### src/sysptr_pkg.sv
// Package: register map, field layout, reset values and carrier types of the pointer register bank
package sysptr_pkg;

    // ------------------------------------------------------------------
    // Register indices (byte address is four times the index)
    // ------------------------------------------------------------------
    localparam logic [7:0] IDX_WINDOW_STAGING = 8'h78;
    localparam logic [7:0] IDX_DATA_BANK_SELECT = 8'h79;
    localparam logic [7:0] IDX_INDEX_HIGH_POINTER_HIGH = 8'h7a;
    localparam logic [7:0] IDX_INDEX_MID_POINTER_LOW = 8'h7b;
    localparam logic [7:0] IDX_INDEX_LOW = 8'h7c;
    localparam logic [7:0] IDX_PROGRAM_STATUS_WORD = 8'h7f;
    localparam int ADDR_SHIFT = 2;

    // ------------------------------------------------------------------
    // Field positions
    // ------------------------------------------------------------------
    localparam int ROW_POINTER_ENABLE_BIT = 3;
    localparam int INDEX_MODIFY_ENABLE_BIT = 0;
    localparam int NIBBLE_W = 4;
    localparam int INDEX_W = 11;
    localparam int ROW_POINTER_W = 7;
    localparam int REGFILE_ADDR_W = 7;

    // ------------------------------------------------------------------
    // Reset values
    // ------------------------------------------------------------------
    localparam logic [3:0] RST_WINDOW_STAGING = 4'h0;
    localparam logic [3:0] RST_DATA_BANK_SELECT = 4'h0;
    localparam logic [3:0] RST_INDEX_HIGH = 4'h0;
    localparam logic [3:0] RST_INDEX_MID = 4'h0;
    localparam logic [3:0] RST_INDEX_LOW = 4'h0;
    localparam logic [3:0] RST_PROGRAM_STATUS_WORD = 4'h0;

    // ------------------------------------------------------------------
    // AHB-Lite encodings
    // ------------------------------------------------------------------
    localparam logic [1:0] HTRANS_NONSEQ = 2'h2;
    localparam logic [1:0] HTRANS_SEQ = 2'h3;
    localparam logic [2:0] HSIZE_WORD = 3'h2;
    localparam logic HRESP_OKAY = 1'b0;

    // ------------------------------------------------------------------
    // Carrier types
    // ------------------------------------------------------------------
    typedef struct packed {
        logic [3:0] bank;
        logic [2:0] row;
        logic [3:0] column;
    } dm_addr_s;

    typedef struct packed {
        logic valid;
        logic write;
        logic [7:0] index;
    } bus_phase_s;

endpackage

### src/cpu_system_pointer_registers.sv
// Module: window, bank, index and row-pointer system registers with an AHB-Lite register port
`timescale 1ns/10ps

module cpu_system_pointer_registers
(
    input wire logic SYS_CLK_IN,
    input wire logic RESET_IN,
    input wire logic WATCHDOG_RESET_IN,
    input wire logic CE_RESET_IN,
    input wire logic HSEL_IN,
    input wire logic [31:0] HADDR_IN,
    input wire logic [1:0] HTRANS_IN,
    input wire logic HWRITE_IN,
    input wire logic [2:0] HSIZE_IN,
    input wire logic HREADY_IN,
    input wire logic [31:0] HWDATA_IN,
    output logic [31:0] HRDATA_OUT,
    output logic HREADYOUT_OUT,
    output logic HRESP_OUT,
    input wire logic REGFILE_READ_INSTR_IN,
    input wire logic REGFILE_WRITE_INSTR_IN,
    input wire logic [sysptr_pkg::REGFILE_ADDR_W-1:0] REGFILE_OPERAND_IN,
    input wire logic [3:0] REGFILE_READ_DATA_IN,
    output logic [sysptr_pkg::REGFILE_ADDR_W-1:0] REGFILE_ADDR_OUT,
    output logic REGFILE_WRITE_EN_OUT,
    output logic [3:0] REGFILE_WRITE_DATA_OUT,
    input wire logic DM_ACCESS_IN,
    input wire sysptr_pkg::dm_addr_s DM_ADDR_IN,
    output sysptr_pkg::dm_addr_s DM_REAL_ADDR_OUT,
    input wire logic GR_INDIRECT_IN,
    input wire sysptr_pkg::dm_addr_s GR_INDIRECT_ADDR_IN,
    output sysptr_pkg::dm_addr_s GR_REAL_ADDR_OUT,
    output logic [3:0] DATA_BANK_OUT,
    output logic [sysptr_pkg::INDEX_W-1:0] INDEX_VALUE_OUT,
    output logic INDEX_MODIFY_ENABLE_OUT,
    output logic [sysptr_pkg::ROW_POINTER_W-1:0] ROW_POINTER_OUT,
    output logic ROW_POINTER_ENABLE_OUT
);
    import sysptr_pkg::*;

    // ------------------------------------------------------------------
    // Storage
    // ------------------------------------------------------------------
    logic [3:0] window_staging_ff;
    logic [3:0] data_bank_select_ff;
    logic [3:0] index_high_ff;
    logic [3:0] index_mid_ff;
    logic [3:0] index_low_ff;
    logic [3:0] program_status_word_ff;
    logic fetch_pending_ff;
    logic [REGFILE_ADDR_W-1:0] regfile_addr_ff;
    logic regfile_wen_ff;
    logic [3:0] regfile_wdata_ff;
    bus_phase_s phase_ff;
    bus_phase_s nxt_phase;
    dm_addr_s dm_real_ff;
    dm_addr_s gr_real_ff;
    logic any_reset;
    logic [3:0] bus_nib;
    logic [INDEX_W-1:0] index_value;
    logic [ROW_POINTER_W-1:0] row_pointer;
    logic index_modify_enable;
    logic row_pointer_enable;

    function automatic logic bus_write_to(input bus_phase_s ph, input logic [7:0] idx);
        bus_write_to = ph.valid && ph.write && (ph.index == idx);
    endfunction

    // Soft resets act only when the clock runs; a stopped clock simply holds every flop
    // combined reset of all three sources
    assign any_reset = RESET_IN || WATCHDOG_RESET_IN || CE_RESET_IN;
    assign bus_nib = HWDATA_IN[3:0];

    // ------------------------------------------------------------------
    // AHB-Lite slave
    // ------------------------------------------------------------------
    always_comb
    begin
        nxt_phase = '0;
        if (HSEL_IN && HREADY_IN && (HTRANS_IN == HTRANS_NONSEQ || HTRANS_IN == HTRANS_SEQ))
        begin
            nxt_phase.valid = 1'b1;
            nxt_phase.write = HWRITE_IN;
            nxt_phase.index = HADDR_IN[ADDR_SHIFT+7:ADDR_SHIFT];
        end
    end

    // Phases advance only on a ready bus, so wait states of another slave
    // never let a later address phase overwrite one still pending here
    always_ff @(posedge SYS_CLK_IN)
    begin
        if (RESET_IN)
        begin
            phase_ff <= '0;
        end
        else if (HREADY_IN)
        begin
            phase_ff <= nxt_phase;
        end
    end

    // Zero wait states: every transfer completes in its first data-phase cycle
    assign HREADYOUT_OUT = 1'b1;
    assign HRESP_OUT = HRESP_OKAY;

    // Read data is a mux of the flops themselves, so a write that ends one
    // data phase is already visible to a read whose data phase follows it
    // fixed-address access
    always_comb
    begin
        HRDATA_OUT = 32'h0000_0000;
        if (phase_ff.valid && !phase_ff.write)
        begin
            case (phase_ff.index)
                IDX_WINDOW_STAGING: HRDATA_OUT[3:0] = window_staging_ff;
                IDX_DATA_BANK_SELECT: HRDATA_OUT[3:0] = data_bank_select_ff;
                IDX_INDEX_HIGH_POINTER_HIGH: HRDATA_OUT[3:0] = index_high_ff;
                IDX_INDEX_MID_POINTER_LOW: HRDATA_OUT[3:0] = index_mid_ff;
                IDX_INDEX_LOW: HRDATA_OUT[3:0] = index_low_ff;
                IDX_PROGRAM_STATUS_WORD: HRDATA_OUT[3:0] = program_status_word_ff;
                default: HRDATA_OUT = 32'h0000_0000;
            endcase
        end
    end

    // ------------------------------------------------------------------
    // Window staging register
    // ------------------------------------------------------------------
    // Only power-on reset clears it; watchdog and chip-enable resets retain it
    // window storage
    always_ff @(posedge SYS_CLK_IN)
    begin
        if (RESET_IN)
        begin
            window_staging_ff <= RST_WINDOW_STAGING;
        end
        else if (fetch_pending_ff)
        begin
            window_staging_ff <= REGFILE_READ_DATA_IN;
        end
        else if (bus_write_to(phase_ff, IDX_WINDOW_STAGING))
        begin
            window_staging_ff <= bus_nib;
        end
    end

    // ------------------------------------------------------------------
    // Register-file transfer sequencing
    // ------------------------------------------------------------------
    // The read is two cycles: address out, then data captured, so the regfile may be a plain flop array
    always_ff @(posedge SYS_CLK_IN)
    begin
        if (any_reset)
        begin
            fetch_pending_ff <= 1'b0;
        end
        else
        begin
            fetch_pending_ff <= REGFILE_READ_INSTR_IN;
        end
    end

    // The address is held after a transfer so the file may keep decoding it
    always_ff @(posedge SYS_CLK_IN)
    begin
        if (RESET_IN)
        begin
            regfile_addr_ff <= '0;
        end
        else if (REGFILE_READ_INSTR_IN || REGFILE_WRITE_INSTR_IN)
        begin
            regfile_addr_ff <= REGFILE_OPERAND_IN;
        end
    end

    always_ff @(posedge SYS_CLK_IN)
    begin
        if (any_reset)
        begin
            regfile_wen_ff <= 1'b0;
            regfile_wdata_ff <= 4'h0;
        end
        else
        begin
            regfile_wen_ff <= REGFILE_WRITE_INSTR_IN;
            if (REGFILE_WRITE_INSTR_IN)
            begin
                regfile_wdata_ff <= window_staging_ff;
            end
        end
    end

    assign REGFILE_ADDR_OUT = regfile_addr_ff;
    assign REGFILE_WRITE_EN_OUT = regfile_wen_ff;
    assign REGFILE_WRITE_DATA_OUT = regfile_wdata_ff;

    // ------------------------------------------------------------------
    // Bank select
    // ------------------------------------------------------------------
    // bank storage
    always_ff @(posedge SYS_CLK_IN)
    begin
        if (any_reset)
        begin
            data_bank_select_ff <= RST_DATA_BANK_SELECT;
        end
        else if (bus_write_to(phase_ff, IDX_DATA_BANK_SELECT))
        begin
            data_bank_select_ff <= bus_nib;
        end
    end

    // Absent banks are not trapped: software keeps clear of them
    // binary bank number
    assign DATA_BANK_OUT = data_bank_select_ff;

    // ------------------------------------------------------------------
    // Index register and row pointer
    // ------------------------------------------------------------------
    // One set of flops serves both views, so there is no copy to fall out of step
    // shared storage
    always_ff @(posedge SYS_CLK_IN)
    begin
        if (any_reset)
        begin
            index_high_ff <= RST_INDEX_HIGH;
            index_mid_ff <= RST_INDEX_MID;
            index_low_ff <= RST_INDEX_LOW;
        end
        else
        begin
            if (bus_write_to(phase_ff, IDX_INDEX_HIGH_POINTER_HIGH))
            begin
                index_high_ff <= bus_nib;
            end
            if (bus_write_to(phase_ff, IDX_INDEX_MID_POINTER_LOW))
            begin
                index_mid_ff <= bus_nib;
            end
            if (bus_write_to(phase_ff, IDX_INDEX_LOW))
            begin
                index_low_ff <= bus_nib;
            end
        end
    end

    // Only bit 0 is owned here; the other status bits are plain storage for the core
    // status word
    always_ff @(posedge SYS_CLK_IN)
    begin
        if (any_reset)
        begin
            program_status_word_ff <= RST_PROGRAM_STATUS_WORD;
        end
        else if (bus_write_to(phase_ff, IDX_PROGRAM_STATUS_WORD))
        begin
            program_status_word_ff <= bus_nib;
        end
    end

    // Bit 3 of 7AH is the pointer enable and stays out of both assembled values
    // index assembly
    assign index_value = {index_high_ff[2:0], index_mid_ff, index_low_ff};
    assign row_pointer = {index_high_ff[2:0], index_mid_ff};
    assign row_pointer_enable = index_high_ff[ROW_POINTER_ENABLE_BIT];
    assign index_modify_enable = program_status_word_ff[INDEX_MODIFY_ENABLE_BIT];

    assign INDEX_VALUE_OUT = index_value;
    assign INDEX_MODIFY_ENABLE_OUT = index_modify_enable;
    assign ROW_POINTER_OUT = row_pointer;
    assign ROW_POINTER_ENABLE_OUT = row_pointer_enable;

    // ------------------------------------------------------------------
    // Address modification
    // ------------------------------------------------------------------
    // Real addresses are registered and hold until the next request, so the
    // core may sample them at any point of the cycle that follows its request
    // OR with index
    always_ff @(posedge SYS_CLK_IN)
    begin
        if (any_reset)
        begin
            dm_real_ff <= '0;
        end
        else if (DM_ACCESS_IN)
        begin
            if (index_modify_enable)
            begin
                dm_real_ff <= dm_addr_s'(DM_ADDR_IN | index_value);
            end
            else
            begin
                dm_real_ff <= DM_ADDR_IN;
            end
        end
    end

    always_ff @(posedge SYS_CLK_IN)
    begin
        if (any_reset)
        begin
            gr_real_ff <= '0;
        end
        else if (GR_INDIRECT_IN)
        begin
            if (row_pointer_enable)
            begin
                gr_real_ff <= {row_pointer, GR_INDIRECT_ADDR_IN.column};
            end
            else
            begin
                gr_real_ff <= GR_INDIRECT_ADDR_IN;
            end
        end
    end

    assign DM_REAL_ADDR_OUT = dm_real_ff;
    assign GR_REAL_ADDR_OUT = gr_real_ff;

endmodule

### config.mk
export PLATFORM = sky130hd
export DESIGN_NAME = cpu_system_pointer_registers
export DESIGN_NICKNAME = d
export VERILOG_FILES = /design/src/sysptr_pkg.sv /design/src/cpu_system_pointer_registers.sv
export SDC_FILE = /design/constraint.sdc
export NUM_CORES = 1
export LEC_CHECK = 0
export ABC_AREA = 1
export BUFFER_PORTS_ARGS = -buffer_cell sky130_fd_sc_hd__buf_2
export CAP_MARGIN = 20
export CORE_MARGIN = 1.5
export CORE_UTILIZATION = 25
export DETAILED_ROUTE_END_ITERATION = 12
export GPL_TIMING_DRIVEN = 0
export HOLD_SLACK_MARGIN = 0.02
export PLACE_DENSITY = 0.5
export SKIP_LAST_GASP = 1
export SLEW_MARGIN = 15
export SYNTH_ARGS = -nofsm -noshare
export SYNTH_HDL_FRONTEND = slang
export SYNTH_SLANG_ARGS = --single-unit
### constraint.sdc
create_clock -name SYS_CLK_IN -period 3.1 [get_ports SYS_CLK_IN]
set_input_delay 0.155 -clock SYS_CLK_IN [delete_from_list [all_inputs] [get_ports SYS_CLK_IN]]
set_output_delay 0.155 -clock SYS_CLK_IN [all_outputs]
set_load 0.05 [all_outputs]
==> summary.log <==
INFO  clock_network  cts_hold_repair.buffers=0
INFO  clock_network  cts_setup_buffers=0
INFO  synthesis      yosysSeqAreaShare=0.421
INFO  placement      total_instance_count_after_detailed_placement=762
INFO  timing         worst_hold_slack=46.5ps
INFO  timing         worst_clock_skew=5.72ps
INFO  floorplanning  fp.dieW=118um
INFO  synthesis      ys.warnings.count=0
INFO  floorplanning  floorplan.initialDensity=0.258
INFO  timing         drv_slew=0
INFO  setup_path     critical_path.max_stage_delay=330ps
INFO  setup_path     worstPathRequired=2940ps
INFO  cells_and_area fin_area=0.00447mm2
INFO  clock_network  cts_made_buffers=9
INFO  timing         hold_viol_final=0
INFO  clock_network  cts_tree=done
INFO  floorplanning  io_pins=205
INFO  placement      routabilityCongestion=0.837
INFO  clock_network  cts.htree.levels=3
INFO  routing        avgRoutedWirePerCell=12.6um
INFO  synthesis      yosysUniqueCellTypes=23
INFO  setup_path     timing.critical_path.fanout_max=10
INFO  timing         layout_worst_path_cycle_share=0.624
INFO  routing        drcViolationCount=0
INFO  cells_and_area n_antenna_cell=0
INFO  routing        drt_pre_antenna_iters=4
INFO  setup_path     worstPathArrival=1780ps
INFO  grt            grt_first_pass_wirelength=16.2mm
INFO  setup_path     timing.critical_path.slowest_stage_cell=sky130_fd_sc_hd__dfxtp_1
INFO  grt            via_count_of_the_first_global_routing_pass=3228
INFO  setup_path     worstSetupEndpointType=output pin
INFO  cells_and_area nets_final=714
INFO  grt            gr-usage-all-layers=0.147
INFO  cells_and_area stdcell_count=777
INFO  timing         finalWorstPathRequiredPeriod=1930ps
INFO  placement      numPortBuffers=118
INFO  routing        vias=3270
INFO  cells_and_area post_route_cells_drive_above_1_share=0.322
INFO  floorplanning  die_height=118um
INFO  clock_network  cts_repair_resize_count=0
INFO  flow_run       drv_cap=0
INFO  routing        avgViaCountPerCell=4.21
INFO  setup_path     cp_cell_sequence=nand2_1 -> nor2_4 -> buf_4 -> nand3_1 -> nand3_1 -> nor2_1 -> nor2_1 -> buf_2
INFO  cells_and_area layout_common_cells=sky130_fd_sc_hd__buf_2, sky130_fd_sc_hd__nand2_1, sky130_fd_sc_hd__dfxtp_1
INFO  timing         report.final.setup_viol=0
INFO  clock_network  max-clock-path-buffers=2
INFO  setup_path     critical_path.startpoint_type=flip-flop
INFO  placement      detail_placement_hpwl=7.49mm
INFO  pwr            power.density_cell_area=484mW/mm2
INFO  floorplanning  total_die_area=0.0138mm2
INFO  synthesis      post_synth_instance_area=0.00328mm2
INFO  placement      placed_cell_area=0.00419mm2
INFO  floorplanning  coreArea=0.0127mm2
INFO  clock_network  clk_pin_slew_worst_paths=60ps
INFO  grt            grt_start_max_net_pins=12
INFO  clock_network  clk-insertion-delay-late=330ps
INFO  synthesis      postSynthRegisterBits=69
INFO  synthesis      syn_inst=444
INFO  timing         maxClockFrequency=517MHz
INFO  routing        detailedRoute.firstIterationViolations=111
INFO  grt            antenna_found_initial=0
INFO  pwr            static-leakage-power=2.05nW
INFO  pwr            power.ir.vdd_worst=0.000235V
INFO  routing        detail-route-antenna-nets=0
INFO  synthesis      postSynthAreaPerCell=7.39um2
INFO  grt            gr_ovfl_total=0
INFO  clock_network  number_of_sinks_driven_by_the_clock_tree=69
INFO  setup_path     timing.setup.critical_path_class=flip-flop to output pin
INFO  cells_and_area fill_cells=1443
INFO  timing         setup-tns-final=0ps
INFO  clock_network  cts.root.buffer_cell=sky130_fd_sc_hd__clkbuf_16
INFO  run_status     result_of_the_run=finished, final reports clean
INFO  cells_and_area layout_commonest_cell=sky130_fd_sc_hd__buf_2
INFO  min_path       hold_path.class=primary input to flip-flop
INFO  timing         rsz0062_at_grt=no
INFO  cells_and_area flow.area_growth_from_synthesis=36.2%
INFO  floorplanning  rows=41
INFO  routing        detail_route.wirelength=9.77mm
critical path, delay by kind of cell, from the launching register on:
family        cells  cell delay [ps]
simple gates      6              630
buf+inv           2              490
flops             1              330
metal layers:
metal  part of all wire  track usage
met2               0.48        0.257
met5                  0            0
met4              0.013       0.0381
met3              0.058       0.0426
met1               0.45        0.177
logic make-up after synthesis:
logic type / synth area share
AO/OA/AOI/OAI: 0.175
buffers and inverters: 0.163
flip-flops: 0.421
other: 0.00229
AND/OR/NAND/NOR: 0.239
state kept, by name (all words and copies together), names as in the netlist:
signal	cells
DM_REAL_ADDR_OUT	11
GR_REAL_ADDR_OUT	11
phase_ff	10
REGFILE_ADDR_OUT	7
DATA_BANK_OUT	4
REGFILE_WRITE_DATA_OUT	4
index_high_ff	4
index_low_ff	4
index_mid_ff	4
program_status_word_ff	4
window_staging_ff	4
REGFILE_WRITE_EN_OUT	1
fetch_pending_ff	1
cells in the mapped netlist:
cell,number,area share
sky130_fd_sc_hd__o21ai_0,43,0.066
sky130_fd_sc_hd__nand3_1,34,0.052
sky130_fd_sc_hd__clkinv_1,3,0.0034
sky130_fd_sc_hd__conb_1,2,0.0023
sky130_fd_sc_hd__inv_1,43,0.049
sky130_fd_sc_hd__a21oi_1,52,0.079
sky130_fd_sc_hd__nand3_2,4,0.012
sky130_fd_sc_hd__a31oi_1,11,0.021
sky130_fd_sc_hd__nand3_4,3,0.016
sky130_fd_sc_hd__buf_2,1,0.0015
sky130_fd_sc_hd__o21ai_1,6,0.0092
sky130_fd_sc_hd__nand2_4,1,0.0034
sky130_fd_sc_hd__buf_4,40,0.091
sky130_fd_sc_hd__dfxtp_1,69,0.42
sky130_fd_sc_hd__clkbuf_1,9,0.010
sky130_fd_sc_hd__nand2_1,76,0.087
sky130_fd_sc_hd__buf_1,1,0.0011
sky130_fd_sc_hd__nor2_1,33,0.038
sky130_fd_sc_hd__buf_6,1,0.0034
sky130_fd_sc_hd__nor3_2,1,0.0031
sky130_fd_sc_hd__nor2_4,7,0.024
sky130_fd_sc_hd__inv_2,2,0.0023
sky130_fd_sc_hd__nand2_2,2,0.0038
final timing paths:
| check | cells past startpoint | from | end | slack (ps) |
|---|---|---|---|---|
| max | 8 | phase_ff[6]$_SDFFE_PP0P_ | HRDATA_OUT[1] | 1170 |
| min | 3 | REGFILE_READ_INSTR_IN | fetch_pending_ff$_SDFF_PP0_ | 50 |
| max reg2reg | 4 | index_high_ff[3]$_SDFFE_PP0P_ | GR_REAL_ADDR_OUT[5]$_SDFFE_PP0P_ | 1750 |
| min reg2reg | 2 | program_status_word_ff[1]$_SDFFE_PP0P_ | program_status_word_ff[1]$_SDFFE_PP0P_ | 450 |
power breakdown:
part / total (mW) / switching, mW / internal (mW)
clock network: 0.956 / 0.379 / 0.577
logic: 0.289 / 0.206 / 0.0827
registers: 0.919 / 0.0123 / 0.907
total: 2.16 / 0.598 / 1.57
area by class of cell:
| class | count | area (um2) | area share |
|---|---|---|---|
| clock inverters | 4 | 23.8 | 0.00532 |
| inverters | 48 | 180 | 0.0403 |
| repair buffers | 118 | 591 | 0.132 |
| multi-input cells | 303 | 1470 | 0.329 |
| flip-flops and latches | 69 | 1380 | 0.309 |
| well taps | 172 | 215 | 0.0482 |
| clock buffers | 11 | 253 | 0.0566 |
| plain buffers | 52 | 354 | 0.0792 |
per-stage QoR:
stage | power, mW | worst slack (ps) | util
global route | 2.26 | 1040 | 0.351
finish | 2.16 | 1170 | 0.351
floorplan | 1.15 | 1170 | -
detailed placement | 1.23 | 1510 | 0.330
CTS | 2.20 | 1140 | 0.351
global placement | 1.22 | 1520 | 0.330
No activity file was read; power rests on OpenSTA's default activity.
